$ cat src/pclo_consts.svh
// Constants for the current-limit and output-override stage: register offsets,
// field positions, write masks and timing. Included by the package and the design file.
`ifndef PCLO_CONSTS_SVH
`define PCLO_CONSTS_SVH

// ----------------------------------------
// Register offsets (word addresses on the plain register port)
// ----------------------------------------
`define PCLO_ADDR_W          4
`define PCLO_OFF_FLTLIM      4'h0
`define PCLO_OFF_GENCTL      4'h1
`define PCLO_OFF_OUTCTL      4'h2
`define PCLO_OFF_MODCTL      4'h3
`define PCLO_OFF_STATUS      4'h4

// ----------------------------------------
// Fault/limit control register fields
// ----------------------------------------
`define PCLO_FL_LIMIT_SOURCE_SELECT_LSB    0
`define PCLO_FL_LIMIT_POLARITY        4
`define PCLO_FL_LIMIT_MODE_SELECT        5
`define PCLO_FL_FAULT_SOURCE_SELECT_LSB   8
`define PCLO_FL_FLTPOL       12
`define PCLO_FL_FLTEN        13
`define PCLO_FL_MASK         16'h3f3f

// ----------------------------------------
// Generator control register fields
// ----------------------------------------
`define PCLO_GC_LIMIT_IRQ_ENABLE        0
`define PCLO_GC_FLTIEN       1
`define PCLO_GC_IUE          2
`define PCLO_GC_ITB          3
`define PCLO_GC_EXTERNAL_RESET_SELECT_LSB    4
`define PCLO_GC_MASK         16'h003f
`define PCLO_EXTERNAL_RESET_SELECT_CURRENT   2'h1

// ----------------------------------------
// Output control register fields
// ----------------------------------------
`define PCLO_OC_HIGH_PIN_OWN_ENABLE         0
`define PCLO_OC_LOW_PIN_OWN_ENABLE         1
`define PCLO_OC_MANUAL_OVERRIDE_EN_HIGH       2
`define PCLO_OC_MANUAL_OVERRIDE_EN_LOW       3
`define PCLO_OC_MANUAL_OVERRIDE_DATA_LSB   4
`define PCLO_OC_LIMIT_OVERRIDE_DATA_LSB    6
`define PCLO_OC_FAULT_OVERRIDE_DATA_LSB   8
`define PCLO_OC_OVERRIDE_SYNC_ENABLE        10
`define PCLO_OC_HPOL         11
`define PCLO_OC_LPOL         12
`define PCLO_OC_MASK         16'h1fff

// ----------------------------------------
// Module control register fields
// ----------------------------------------
`define PCLO_MC_MODEN        0
`define PCLO_MC_TIMEBASE_RUN_ENABLE         1
`define PCLO_MC_IDLSTOP      2
`define PCLO_MC_MASK         16'h0007

// ----------------------------------------
// Status register fields (read; writing a one to bit 0/1 clears the flag)
// ----------------------------------------
`define PCLO_ST_LIMIT_STATUS_BIT       0
`define PCLO_ST_FLTSTAT      1

// ----------------------------------------
// Timing
// ----------------------------------------
`define PCLO_DT_NS           10
`define PCLO_CLK_PERIOD_NS   5
`define PCLO_DT_CYCLES       ((`PCLO_DT_NS + `PCLO_CLK_PERIOD_NS - 1) / `PCLO_CLK_PERIOD_NS)
`define PCLO_LSB_TIME_BIT    3

`endif

$ cat src/pclo_pkg.sv
// Types shared by the current-limit and output-override stage.
// Assumes pclo_consts.svh sits beside it on the include path.
`include "pclo_consts.svh"

package pclo_pkg;
    typedef logic [15:0] pclo_word_t;

    // Register port request from the software side.
    typedef struct packed {
        logic [`PCLO_ADDR_W-1:0] addr;
        logic [15:0]             wdata;
        logic                    wr;
        logic                    rd;
    } pclo_req_t;

    // High and low pin drive with output enables.
    typedef struct packed {
        logic hi_out;
        logic lo_out;
        logic hi_oe;
        logic lo_oe;
    } pclo_pins_t;

    // Signals offered to the ADC trigger logic and the interrupt controller.
    typedef struct packed {
        logic limit_trig;
        logic fault_trig;
        logic limit_irq;
        logic wake_req;
    } pclo_evt_t;

    typedef enum logic [2:0] {
        PCLO_OWN_GEN   = 3'b001,
        PCLO_OWN_LIMIT = 3'b010,
        PCLO_OWN_FAULT = 3'b100
    } pclo_owner_t;
endpackage

$ cat src/pclo_override.sv
// Current-limit and output-override stage of one PWM generator.
// Assumes limit/fault pins and generator outputs are synchronous to clk.
`timescale 1ns/1ps
`include "pclo_consts.svh"

module pclo_override #(
    parameter int NPINS     = 12,
    parameter int NGEN      = 4,
    parameter int DT_CYCLES = `PCLO_DT_CYCLES
) (
    input  wire logic                    clk,            // 200 MHz clock.
    input  wire logic                    resetn,         // Asynchronous reset, active low.
    input  wire pclo_pkg::pclo_req_t     req,            // Register port request.
    output logic [15:0]                  rdata,          // Read data, cycle after read strobe.
    input  wire logic [NPINS-1:0]        fault_pins,     // Shared limit/fault pins.
    input  wire logic                    gen_high,       // Generator high output.
    input  wire logic                    gen_low,        // Generator low output.
    input  wire logic                    complementary,  // Complementary output mode.
    input  wire logic                    timebase_zero,  // Timebase count is zero.
    input  wire logic                    instr_cycle,    // Instruction cycle boundary strobe.
    input  wire logic                    sleep_mode,     // Device in Sleep.
    input  wire logic                    idle_mode,      // Device in Idle.
    input  wire logic [NGEN-2:0]         other_lim_irq,  // Limit requests of other generators.
    input  wire logic                    gpio_high,      // Port logic drive, high pin.
    input  wire logic                    gpio_low,       // Port logic drive, low pin.
    input  wire logic                    gpio_high_oe,   // Port logic enable, high pin.
    input  wire logic                    gpio_low_oe,    // Port logic enable, low pin.
    output pclo_pkg::pclo_pins_t         pins,           // Pin drive and enables.
    output pclo_pkg::pclo_evt_t          evt,            // Triggers, requests, wake.
    output logic                         timebase_reset, // Current Reset to timebase: limit active, PCLO_FL_LIMIT_MODE_SELECT clear, PCLO_GC_ITB set, current reset source selected, stage not stopped.
    output logic                         duty_immediate  // Immediate duty update enable.
);
    // ----------------------------------------
    // Registers
    // ----------------------------------------
    logic [15:0] fltlim_r, genctl_r, outctl_r, modctl_r;
    logic [15:0] outctl_pend_r;
    logic        pend_r;
    logic [1:0]  ovr_en_r, ovr_dat_r;
    logic        lim_flag_r, flt_flag_r;
    logic [15:0] rdata_r;

    logic [3:0] lim_sel, flt_sel;
    logic       lim_raw, flt_raw, lim_act, flt_act;
    logic       mod_en, stopped, ptrun;

    assign lim_sel = fltlim_r[`PCLO_FL_LIMIT_SOURCE_SELECT_LSB +: 4];
    assign flt_sel = fltlim_r[`PCLO_FL_FAULT_SOURCE_SELECT_LSB +: 4];
    // Unimplemented source codes read as a low input.
    assign lim_raw = (32'(lim_sel) < NPINS) ? fault_pins[lim_sel] : 1'b0;
    assign flt_raw = (32'(flt_sel) < NPINS) ? fault_pins[flt_sel] : 1'b0;
    assign lim_act = lim_raw ^ fltlim_r[`PCLO_FL_LIMIT_POLARITY];
    assign flt_act = flt_raw ^ fltlim_r[`PCLO_FL_FLTPOL];
    assign mod_en  = modctl_r[`PCLO_MC_MODEN];
    assign ptrun   = modctl_r[`PCLO_MC_TIMEBASE_RUN_ENABLE];
    assign stopped = sleep_mode | (idle_mode & modctl_r[`PCLO_MC_IDLSTOP]);

    // ----------------------------------------
    // Register writes
    // ----------------------------------------
    logic wr_out;
    assign wr_out = req.wr && req.addr == `PCLO_OFF_OUTCTL;

    always_ff @(posedge clk or negedge resetn) begin
        if (!resetn) begin
            fltlim_r <= 16'h0000;
            genctl_r <= 16'h0000;
            modctl_r <= 16'h0000;
        end else if (req.wr) begin
            if (req.addr == `PCLO_OFF_FLTLIM) fltlim_r <= req.wdata & `PCLO_FL_MASK;
            if (req.addr == `PCLO_OFF_GENCTL) genctl_r <= req.wdata & `PCLO_GC_MASK;
            if (req.addr == `PCLO_OFF_MODCTL) modctl_r <= req.wdata & `PCLO_MC_MASK;
        end
    end

    // With the timebase stopped, output control writes wait for the next
    // instruction cycle boundary; a running timebase takes them at once.
    always_ff @(posedge clk or negedge resetn) begin
        if (!resetn) begin
            outctl_r      <= 16'h0000;
            outctl_pend_r <= 16'h0000;
            pend_r        <= 1'b0;
        end else if (wr_out && ptrun) begin
            outctl_r <= req.wdata & `PCLO_OC_MASK;
            pend_r   <= 1'b0;
        end else if (wr_out) begin
            outctl_pend_r <= req.wdata & `PCLO_OC_MASK;
            pend_r        <= 1'b1;
        end else if (pend_r && instr_cycle) begin
            outctl_r <= outctl_pend_r;
            pend_r   <= 1'b0;
        end
    end

    // Manual override shadow: synchronised copies update only at timebase zero while the timebase runs.
    always_ff @(posedge clk or negedge resetn) begin
        if (!resetn) begin
            ovr_en_r  <= 2'h0;
            ovr_dat_r <= 2'h0;
        end else if (!outctl_r[`PCLO_OC_OVERRIDE_SYNC_ENABLE] || timebase_zero || !ptrun) begin
            ovr_en_r  <= {outctl_r[`PCLO_OC_MANUAL_OVERRIDE_EN_HIGH], outctl_r[`PCLO_OC_MANUAL_OVERRIDE_EN_LOW]};
            ovr_dat_r <= outctl_r[`PCLO_OC_MANUAL_OVERRIDE_DATA_LSB +: 2];
        end
    end

    // ----------------------------------------
    // Interrupt flags: set wins over the software clear
    // ----------------------------------------
    logic clr_lim, clr_flt;
    assign clr_lim = req.wr && req.addr == `PCLO_OFF_STATUS && req.wdata[`PCLO_ST_LIMIT_STATUS_BIT];
    assign clr_flt = req.wr && req.addr == `PCLO_OFF_STATUS && req.wdata[`PCLO_ST_FLTSTAT];

    always_ff @(posedge clk or negedge resetn) begin
        if (!resetn) begin
            lim_flag_r <= 1'b0;
            flt_flag_r <= 1'b0;
        end else begin
            lim_flag_r <= (lim_act & genctl_r[`PCLO_GC_LIMIT_IRQ_ENABLE]) | (lim_flag_r & ~clr_lim
                          & genctl_r[`PCLO_GC_LIMIT_IRQ_ENABLE]);
            flt_flag_r <= (flt_act & genctl_r[`PCLO_GC_FLTIEN]) | (flt_flag_r & ~clr_flt
                          & genctl_r[`PCLO_GC_FLTIEN]);
        end
    end

    // ----------------------------------------
    // Override resolution
    // ----------------------------------------
    logic lim_ovr, flt_ovr;
    logic [1:0] pre, ovr_dat;
    logic [1:0] dly_q [DT_CYCLES];
    logic [1:0] dt_out, final_lvl, pol;
    pclo_pkg::pclo_owner_t owner;

    assign lim_ovr = genctl_r[`PCLO_GC_LIMIT_IRQ_ENABLE] & lim_act;
    assign flt_ovr = fltlim_r[`PCLO_FL_FLTEN] & flt_act;
    assign pol     = {outctl_r[`PCLO_OC_HPOL], outctl_r[`PCLO_OC_LPOL]};

    always_comb begin
        if (flt_ovr) begin
            owner   = pclo_pkg::PCLO_OWN_FAULT;
            ovr_dat = outctl_r[`PCLO_OC_FAULT_OVERRIDE_DATA_LSB +: 2];
        end else if (lim_ovr) begin
            owner   = pclo_pkg::PCLO_OWN_LIMIT;
            ovr_dat = outctl_r[`PCLO_OC_LIMIT_OVERRIDE_DATA_LSB +: 2];
        end else begin
            owner   = pclo_pkg::PCLO_OWN_GEN;
            ovr_dat = 2'h0;
        end
    end

    // Lowest priority first: generator, then manual override, then limit/fault.
    always_comb begin
        pre[1] = ovr_en_r[1] ? ovr_dat_r[1] : gen_high;
        pre[0] = ovr_en_r[0] ? ovr_dat_r[0] : gen_low;
        if (owner != pclo_pkg::PCLO_OWN_GEN) pre = ovr_dat;
        // In either mode the overridden levels still pass the dead-time
        // unit; in both modes only the asserting edge is delayed below.
        if (!complementary && owner == pclo_pkg::PCLO_OWN_GEN && ovr_en_r == 2'h0) pre = {gen_high, gen_low};
    end

    // Clocked dead-time line. Rising levels leave after DT_CYCLES; a falling
    // level is gated at the pin so shutdown never waits for this delay.
    always_ff @(posedge clk or negedge resetn) begin
        if (!resetn) begin
            for (int i = 0; i < DT_CYCLES; i++) dly_q[i] <= 2'h0;
        end else begin
            dly_q[0] <= pre;
            for (int i = 1; i < DT_CYCLES; i++) dly_q[i] <= dly_q[i-1];
        end
    end

    assign dt_out = (complementary ? dly_q[DT_CYCLES-1] & pre : pre & dly_q[DT_CYCLES-1]);

    // Override data also gates just ahead of the pin buffers.
    assign final_lvl = (owner != pclo_pkg::PCLO_OWN_GEN) ? (dt_out & ovr_dat) : dt_out;

    // ----------------------------------------
    // Pins
    // ----------------------------------------
    always_comb begin
        if (!mod_en) begin
            pins.hi_out = gpio_high;
            pins.lo_out = gpio_low;
            pins.hi_oe  = gpio_high_oe;
            pins.lo_oe  = gpio_low_oe;
        end else begin
            pins.hi_out = final_lvl[1] ^ pol[1];
            pins.lo_out = final_lvl[0] ^ pol[0];
            pins.hi_oe  = outctl_r[`PCLO_OC_HIGH_PIN_OWN_ENABLE];
            pins.lo_oe  = outctl_r[`PCLO_OC_LOW_PIN_OWN_ENABLE];
        end
        if (!resetn) begin
            pins.hi_oe = 1'b0;
            pins.lo_oe = 1'b0;
        end
    end

    // ----------------------------------------
    // Events and mode outputs
    // ----------------------------------------
    assign evt.limit_trig = lim_act;
    assign evt.fault_trig = flt_act;
    assign evt.limit_irq  = lim_flag_r | (|other_lim_irq);
    // Wake works without a running clock: a pure gate on the selected pin.
    assign evt.wake_req   = stopped & mod_en & ~flt_raw;

    assign timebase_reset = ~fltlim_r[`PCLO_FL_LIMIT_MODE_SELECT] & genctl_r[`PCLO_GC_ITB]
                            & (genctl_r[`PCLO_GC_EXTERNAL_RESET_SELECT_LSB +: 2] == `PCLO_EXTERNAL_RESET_SELECT_CURRENT)
                            & lim_act & ~stopped;
    assign duty_immediate = genctl_r[`PCLO_GC_IUE];

    // ----------------------------------------
    // Read port
    // ----------------------------------------
    always_ff @(posedge clk or negedge resetn) begin
        if (!resetn) begin
            rdata_r <= 16'h0000;
        end else if (req.rd) begin
            unique case (req.addr)
                `PCLO_OFF_FLTLIM: rdata_r <= fltlim_r;
                `PCLO_OFF_GENCTL: rdata_r <= genctl_r;
                `PCLO_OFF_OUTCTL: rdata_r <= outctl_r;
                `PCLO_OFF_MODCTL: rdata_r <= modctl_r;
                `PCLO_OFF_STATUS: rdata_r <= {14'h0000,
                    genctl_r[`PCLO_GC_FLTIEN] ? flt_flag_r : flt_act,
                    genctl_r[`PCLO_GC_LIMIT_IRQ_ENABLE] ? lim_flag_r : lim_act};
                default:          rdata_r <= 16'h0000;
            endcase
        end else begin
            rdata_r <= 16'h0000;
        end
    end
    assign rdata = rdata_r;
endmodule

$ cat config.mk
export PLATFORM = sky130hd
export DESIGN_NAME = pclo_override
export DESIGN_NICKNAME = d
export VERILOG_FILES = /design/src/pclo_pkg.sv /design/src/pclo_override.sv
export VERILOG_INCLUDE_DIRS = /design/src /design/src/src
export SDC_FILE = /design/constraint.sdc
export NUM_CORES = 1
export LEC_CHECK = 0
export CORE_MARGIN = 2
export CORE_UTILIZATION = 55
export CTS_BUF_LIST = sky130_fd_sc_hd__clkbuf_2 sky130_fd_sc_hd__clkbuf_4 sky130_fd_sc_hd__clkbuf_8
export DETAILED_ROUTE_END_ITERATION = 10
export DONT_BUFFER_PORTS = 1
export PLACE_DENSITY = 0.7
export SLEW_MARGIN = 20
export SYNTH_ARGS = -nofsm -noshare
export SYNTH_HDL_FRONTEND = slang
export SYNTH_SLANG_ARGS = --single-unit
$ cat constraint.sdc
create_clock -name clk -period 5.2 [get_ports clk]
set_input_delay 0.52 -clock clk [delete_from_list [all_inputs] [get_ports clk]]
set_output_delay 0.52 -clock clk [all_outputs]
set_load 0.005 [all_outputs]
Word-level counts from Yosys, hierarchy flattened
Index checks and enable logic that the tools add are counted.
- muxes and demuxes: 27
- reduce and logical (&&, ||, !) cells: 23
- $lt $le $gt $ge: 4
- equality and inequality tests: 8
- bitwise logic cells: 30
- operator list (operator ; count):
    one-hot mux 16 bit (5 select lines) ; 1
    two-way mux 16 bit ; 4
    AND 1 bit ; 14
    two-way mux 2 bit ; 7
    two-way mux 1 bit ; 11
    less-than comparator 4 x 5 -> 1 bit, second input constant ; 2
    AND reduction 2 bit ; 5
    binary-select mux 1 bit (select 4 bit) ; 2
    == test 4 x 2 -> 1 bit, second input constant ; 2
    logical AND 1 bit ; 8
    less-than comparator 4 bit, second input constant ; 2
    NOT 1 bit ; 6
    AND 2 bit ; 2
    == test 4 x 1 -> 1 bit, second input constant ; 1
    == test 4 x 3 -> 1 bit, second input constant ; 1
    logical NOT 4 bit ; 1
    two-way mux 4 bit ; 1
    bitwise OR 1 bit ; 4
    bitwise XOR 1 bit ; 4
    == test 3 x 1 -> 1 bit, second input constant ; 1
    logical NOT 1 bit ; 3
    two-way mux 3 bit ; 1
    inequality test 3 x 1 -> 1 bit, second input constant ; 1
    nonzero test 3 bit ; 1
    6 further kinds ; 7
- flip-flop bits (word level): 77
- input bits: 50
- word-level logic and storage cells: 105
- output and inout bits: 26

Depth between registers and ports, before layout
- depth after elaboration: 17
- gate-level depth with buffers: 8
- depth with buffers taken out: 6

Least setup slack after synthesis
Ideal clock, no wire load.
- path type: input to output
- from: in fault_pins[1]
- to: out pins[3] (netlist name)
- data arrival time: 2.162 ns
- cell stages on the path: 6
- setup slack: 2.518 ns
- cells stage by stage: mux4_1 mux2_4 a211oi_4 nor3_4 o31ai_4 mux2i_1
- RTL lines (what ; line ; RTL):
    start, declared ; pclo_override.sv:15 ; input wire logic [NPINS-1:0] fault_pins,
    end, declared ; pclo_override.sv:28 ; output pclo_pkg::pclo_pins_t pins,

==> results.rst <==
.. list-table::
   :header-rows: 1

   * - Metric
     - Value
   * - Remaining global-route overflow
     - 0
   * - Area taken by multi-input logic gates
     - 1750 µm²
   * - Clock-pin transition on the worst setup and hold timing paths
     - 0.07 ns
   * - Max-cap violations
     - 0
   * - Height of the die
     - 85.7 µm
   * - Ranking of synthesized cells by area
     - dfrtp_1 (49%), mux2_2 (11%), mux2i_1 (7.6%)
   * - Gp weighted congestion
     - 0.878
   * - Combined flip-flop and latch cell area
     - 1800 µm²
   * - Most used standard cell by instance count after synthesis
     - dfrtp_1
   * - Yosys reg bits
     - 72
   * - TritonCTS clock tree
     - built
   * - Dominant register cell in the synthesized netlist
     - dfrtp_1
   * - Peak Freq
     - 306 MHz
   * - Antenna viol nets, final
     - 0
   * - Placed Area
     - 3690 µm²
   * - Worst Hold Class
     - in2async
   * - Crit path max-delay cell type
     - mux4_1
   * - Fillers
     - 528
   * - Root buf cell
     - clkbuf_8
   * - Share of synthesized flip-flops with an asynchronous set or reset
     - 100%
   * - Maximum number of pins on one net before global-route repair
     - 73
   * - Per-cell routed wire length
     - 20.4 µm
   * - DRC
     - 0
   * - Crit path time final
     - 3.27 ns
   * - VDD IR max
     - 0.195 mV
   * - Mean instance size in the synthesized netlist
     - 11.6 µm²
   * - Clock share of power
     - 23.0%
   * - Clock network latency to the later pin of the worst-skew pair
     - 0.35 ns
   * - Outcome
     - finished, final reports clean
   * - Setup crit end kind
     - output port
   * - Required time of the worst setup path
     - 4.68 ns
   * - Endpoints failing hold
     - 0
   * - Startpoint-to-endpoint class of the critical path
     - reg2out
   * - Area delta synth->final
     - 5.66%
   * - Total Neg Setup Slack
     - 0 ns
   * - IO buf count
     - 0
   * - Clk_skew
     - 0.0118 ns
   * - Die Span X
     - 85.7 µm
   * - Final count of negative-setup-slack endpoints
     - 0
   * - Commonest cells post-synth
     - dfrtp_1 (72), mux2_2 (37), mux2i_1 (28), nand2_1 (27), nor2_1 (24)
   * - Effective utilization at floorplan
     - 57.5%
   * - Netlist Area Pre-Place
     - 3670 µm²
   * - Period Utilization, post-route
     - 62.8%
   * - Vias in the first global route
     - 2418
   * - Std cell rows
     - 29
   * - Net switching fraction of the power
     - 32.6%
   * - Clock Sink Count
     - 72
   * - Static Leak
     - 1.69 nW
   * - Largest incremental delay on the critical path
     - 0.61 ns
   * - Fraction of the yosys area taken by sequential cells
     - 49.1%
   * - Max Slew Vio Count
     - 0
   * - Antenna violations before repair
     - 1
   * - Slew headroom
     - 44.0%
   * - Category of the worst setup path launch point
     - flip-flop
   * - Top cell type's share of synthesized area
     - 49.1%
   * - Post-Synthesis Cells
     - 316
   * - Critical path arrival
     - 2.75 ns
   * - Net switching power figure
     - 0.000536 W
   * - H-tree levels
     - 3
   * - Number of library cell types mapped by synthesis
     - 48
   * - Wire length of the first global-routing pass
     - 12800 µm
   * - Dominant cell type by area after synthesis
     - dfrtp_1
   * - Detailed router's first-iteration violation count
     - 153
   * - Post-synth EDFFs
     - 0
   * - Post-cts resize count
     - 0
   * - Pin slew with the least headroom to its limit
     - 0.841 ns
   * - Share of cells above drive strength 1
     - 20.9%
   * - Top-level port count
     - 76
   * - Wire length reported by the detailed router
     - 8060 µm
   * - Number of warnings printed during yosys synthesis
     - 0
   * - Die Area
     - 7350 µm²
   * - Length of the first detailed-routing pass in iterations
     - 4
   * - Power density over the cells
     - 424 nW/µm²
   * - RSZ-0062 raised after global routing
     - no
   * - Critical Path Fanout Max
     - 5
   * - Buffer levels on the longest clock path
     - 2
   * - TritonCTS Buffers
     - 9
   * - Ordered cell list for the critical path
     - mux4_1, mux2_4, a211oi_4, nor3_4, o31ai_2, mux2i_1
   * - Via count
     - 2451
   * - HPWL Detailed
     - 5670 µm
   * - Cell internal power dissipation
     - 0.00111 W
   * - Global-route usage over all layers
     - 23.4%
   * - Ratio of routed vias to standard cells
     - 6.22
   * - Final non-filler cell area
     - 3880 µm²
   * - Placeable core region
     - 6390 µm²
   * - Sequential group share of total power
     - 51.1%
   * - Fraction of power consumed by combinational cells
     - 25.9%
   * - Post-layout net count
     - 363
cell families (layout without fill, tap and decap cells):
logic type      after synthesis  count (layout)  synth area share, %
flops                        72              72                 49.1
other cells                   1               3                0.102
compound gates               44              44                 8.62
xor+xnor                      3               3                0.716
mux                          74              74                 24.6
buf+inv                      24              23                 3.27
simple gates                 98              98                 13.6
sequential cells by signal, indices dropped and copies added (netlist names):
signal         flops
rdata             14
lim_flag_r         1
dly_q              4
pend_r             1
fltlim_r          12
outctl_r          13
modctl_r           3
flt_flag_r         1
ovr_dat_r          2
genctl_r           6
outctl_pend_r     13
ovr_en_r           2
placed cells by master, fill, tap and decap left out, types with 7 or more instances in the layout:
master / n
mux2_2: 37
a21oi_1: 11
dfrtp_1: 72
nor2b_1: 8
nor2_1: 24
clkbuf_8: 9
nor3_1: 7
nand2_1: 27
mux2i_1: 28
o21ai_0: 10
through the flow:
stage	utilization, %	hold WS, ns	setup slack (ns)	instances	total power, W
detailed placement	57.8	0.226	2.31	378	0.00127
global placement	57.8	0.226	2.32	378	0.00125
finish	60.8	0.0563	1.93	394	0.00165
global route	60.8	0.0628	1.76	394	0.00175
floorplan	-	0.224	2.52	317	0.00119
CTS	60.7	0.0624	1.92	393	0.00166
power by group through the flow:
stage	combinational [W]	sequential [W]	clock, W
floorplan	0.000394	0.000791	0
global placement	0.000402	0.000845	0
detailed placement	0.000414	0.000853	0
CTS	0.000431	0.000841	0.000388
global route	0.000475	0.000864	0.000413
finish	0.000426	0.000841	0.000378
final timing paths:
| kind | startpoint | end | slack, ns | cells past startpoint |
|---|---|---|---|---|
| min in group clk | req[19] | rdata[13]$_DFF_PN0_ | 0.25 | 1 |
| min | resetn | outctl_pend_r[8]$_DFFE_PN0P_ | 0.06 | 1 |
| max in group asynchronous | resetn | ovr_en_r[0]$_DFFE_PN0P_ | 4.85 | 1 |
| max | fltlim_r[8]$_DFFE_PN0P_ | pins[2] | 1.93 | 6 |
| min reg2reg | dly_q[2]$_DFF_PN0_ | dly_q[0]$_DFF_PN0_ | 0.35 | 0 |
| max reg2reg | fltlim_r[8]$_DFFE_PN0P_ | dly_q[2]$_DFF_PN0_ | 2.95 | 5 |
final cells by class:
type / count / share of cell area [%]
Clock inverter: 3 / 0.548
Multi-Input combinational cell: 221 / 45.2
Sequential cell: 72 / 46.4
Inverter: 6 / 0.580
Tap cell: 77 / 2.48
Antenna cell: 1 / 0.0645
Timing Repair Buffer: 3 / 1.10
Clock buffer: 11 / 3.58
critical path, delay by kind of cell (launching register included):
kind | cells | cell delay [ns]
and+or+nand+nor | 1 | 0.08
muxes | 3 | 1.21
DFF | 1 | 0.46
AOI/OAI and AO/OA | 2 | 0.67
routing by layer:
metal	part of all wire [%]	global-route usage, %	up-vias	wire (µm)
met4	0.98	7.07	0	79
met5	0	0	-	0
li1	-	-	1126	-
met2	47	36.0	72	3830
met3	7.6	8.57	8	616
met1	44	31.5	1245	3540
what timing repair did:
| item | in CTS | in global routing |
|---|---|---|
| endpoints found under the setup margin | 0 | 0 |
| endpoints found under the hold margin | 72 | 0 |
| hold buffers | 1 | 0 |
| buffers inserted | 0 | 0 |
Power figures use the tool's default switching activity.
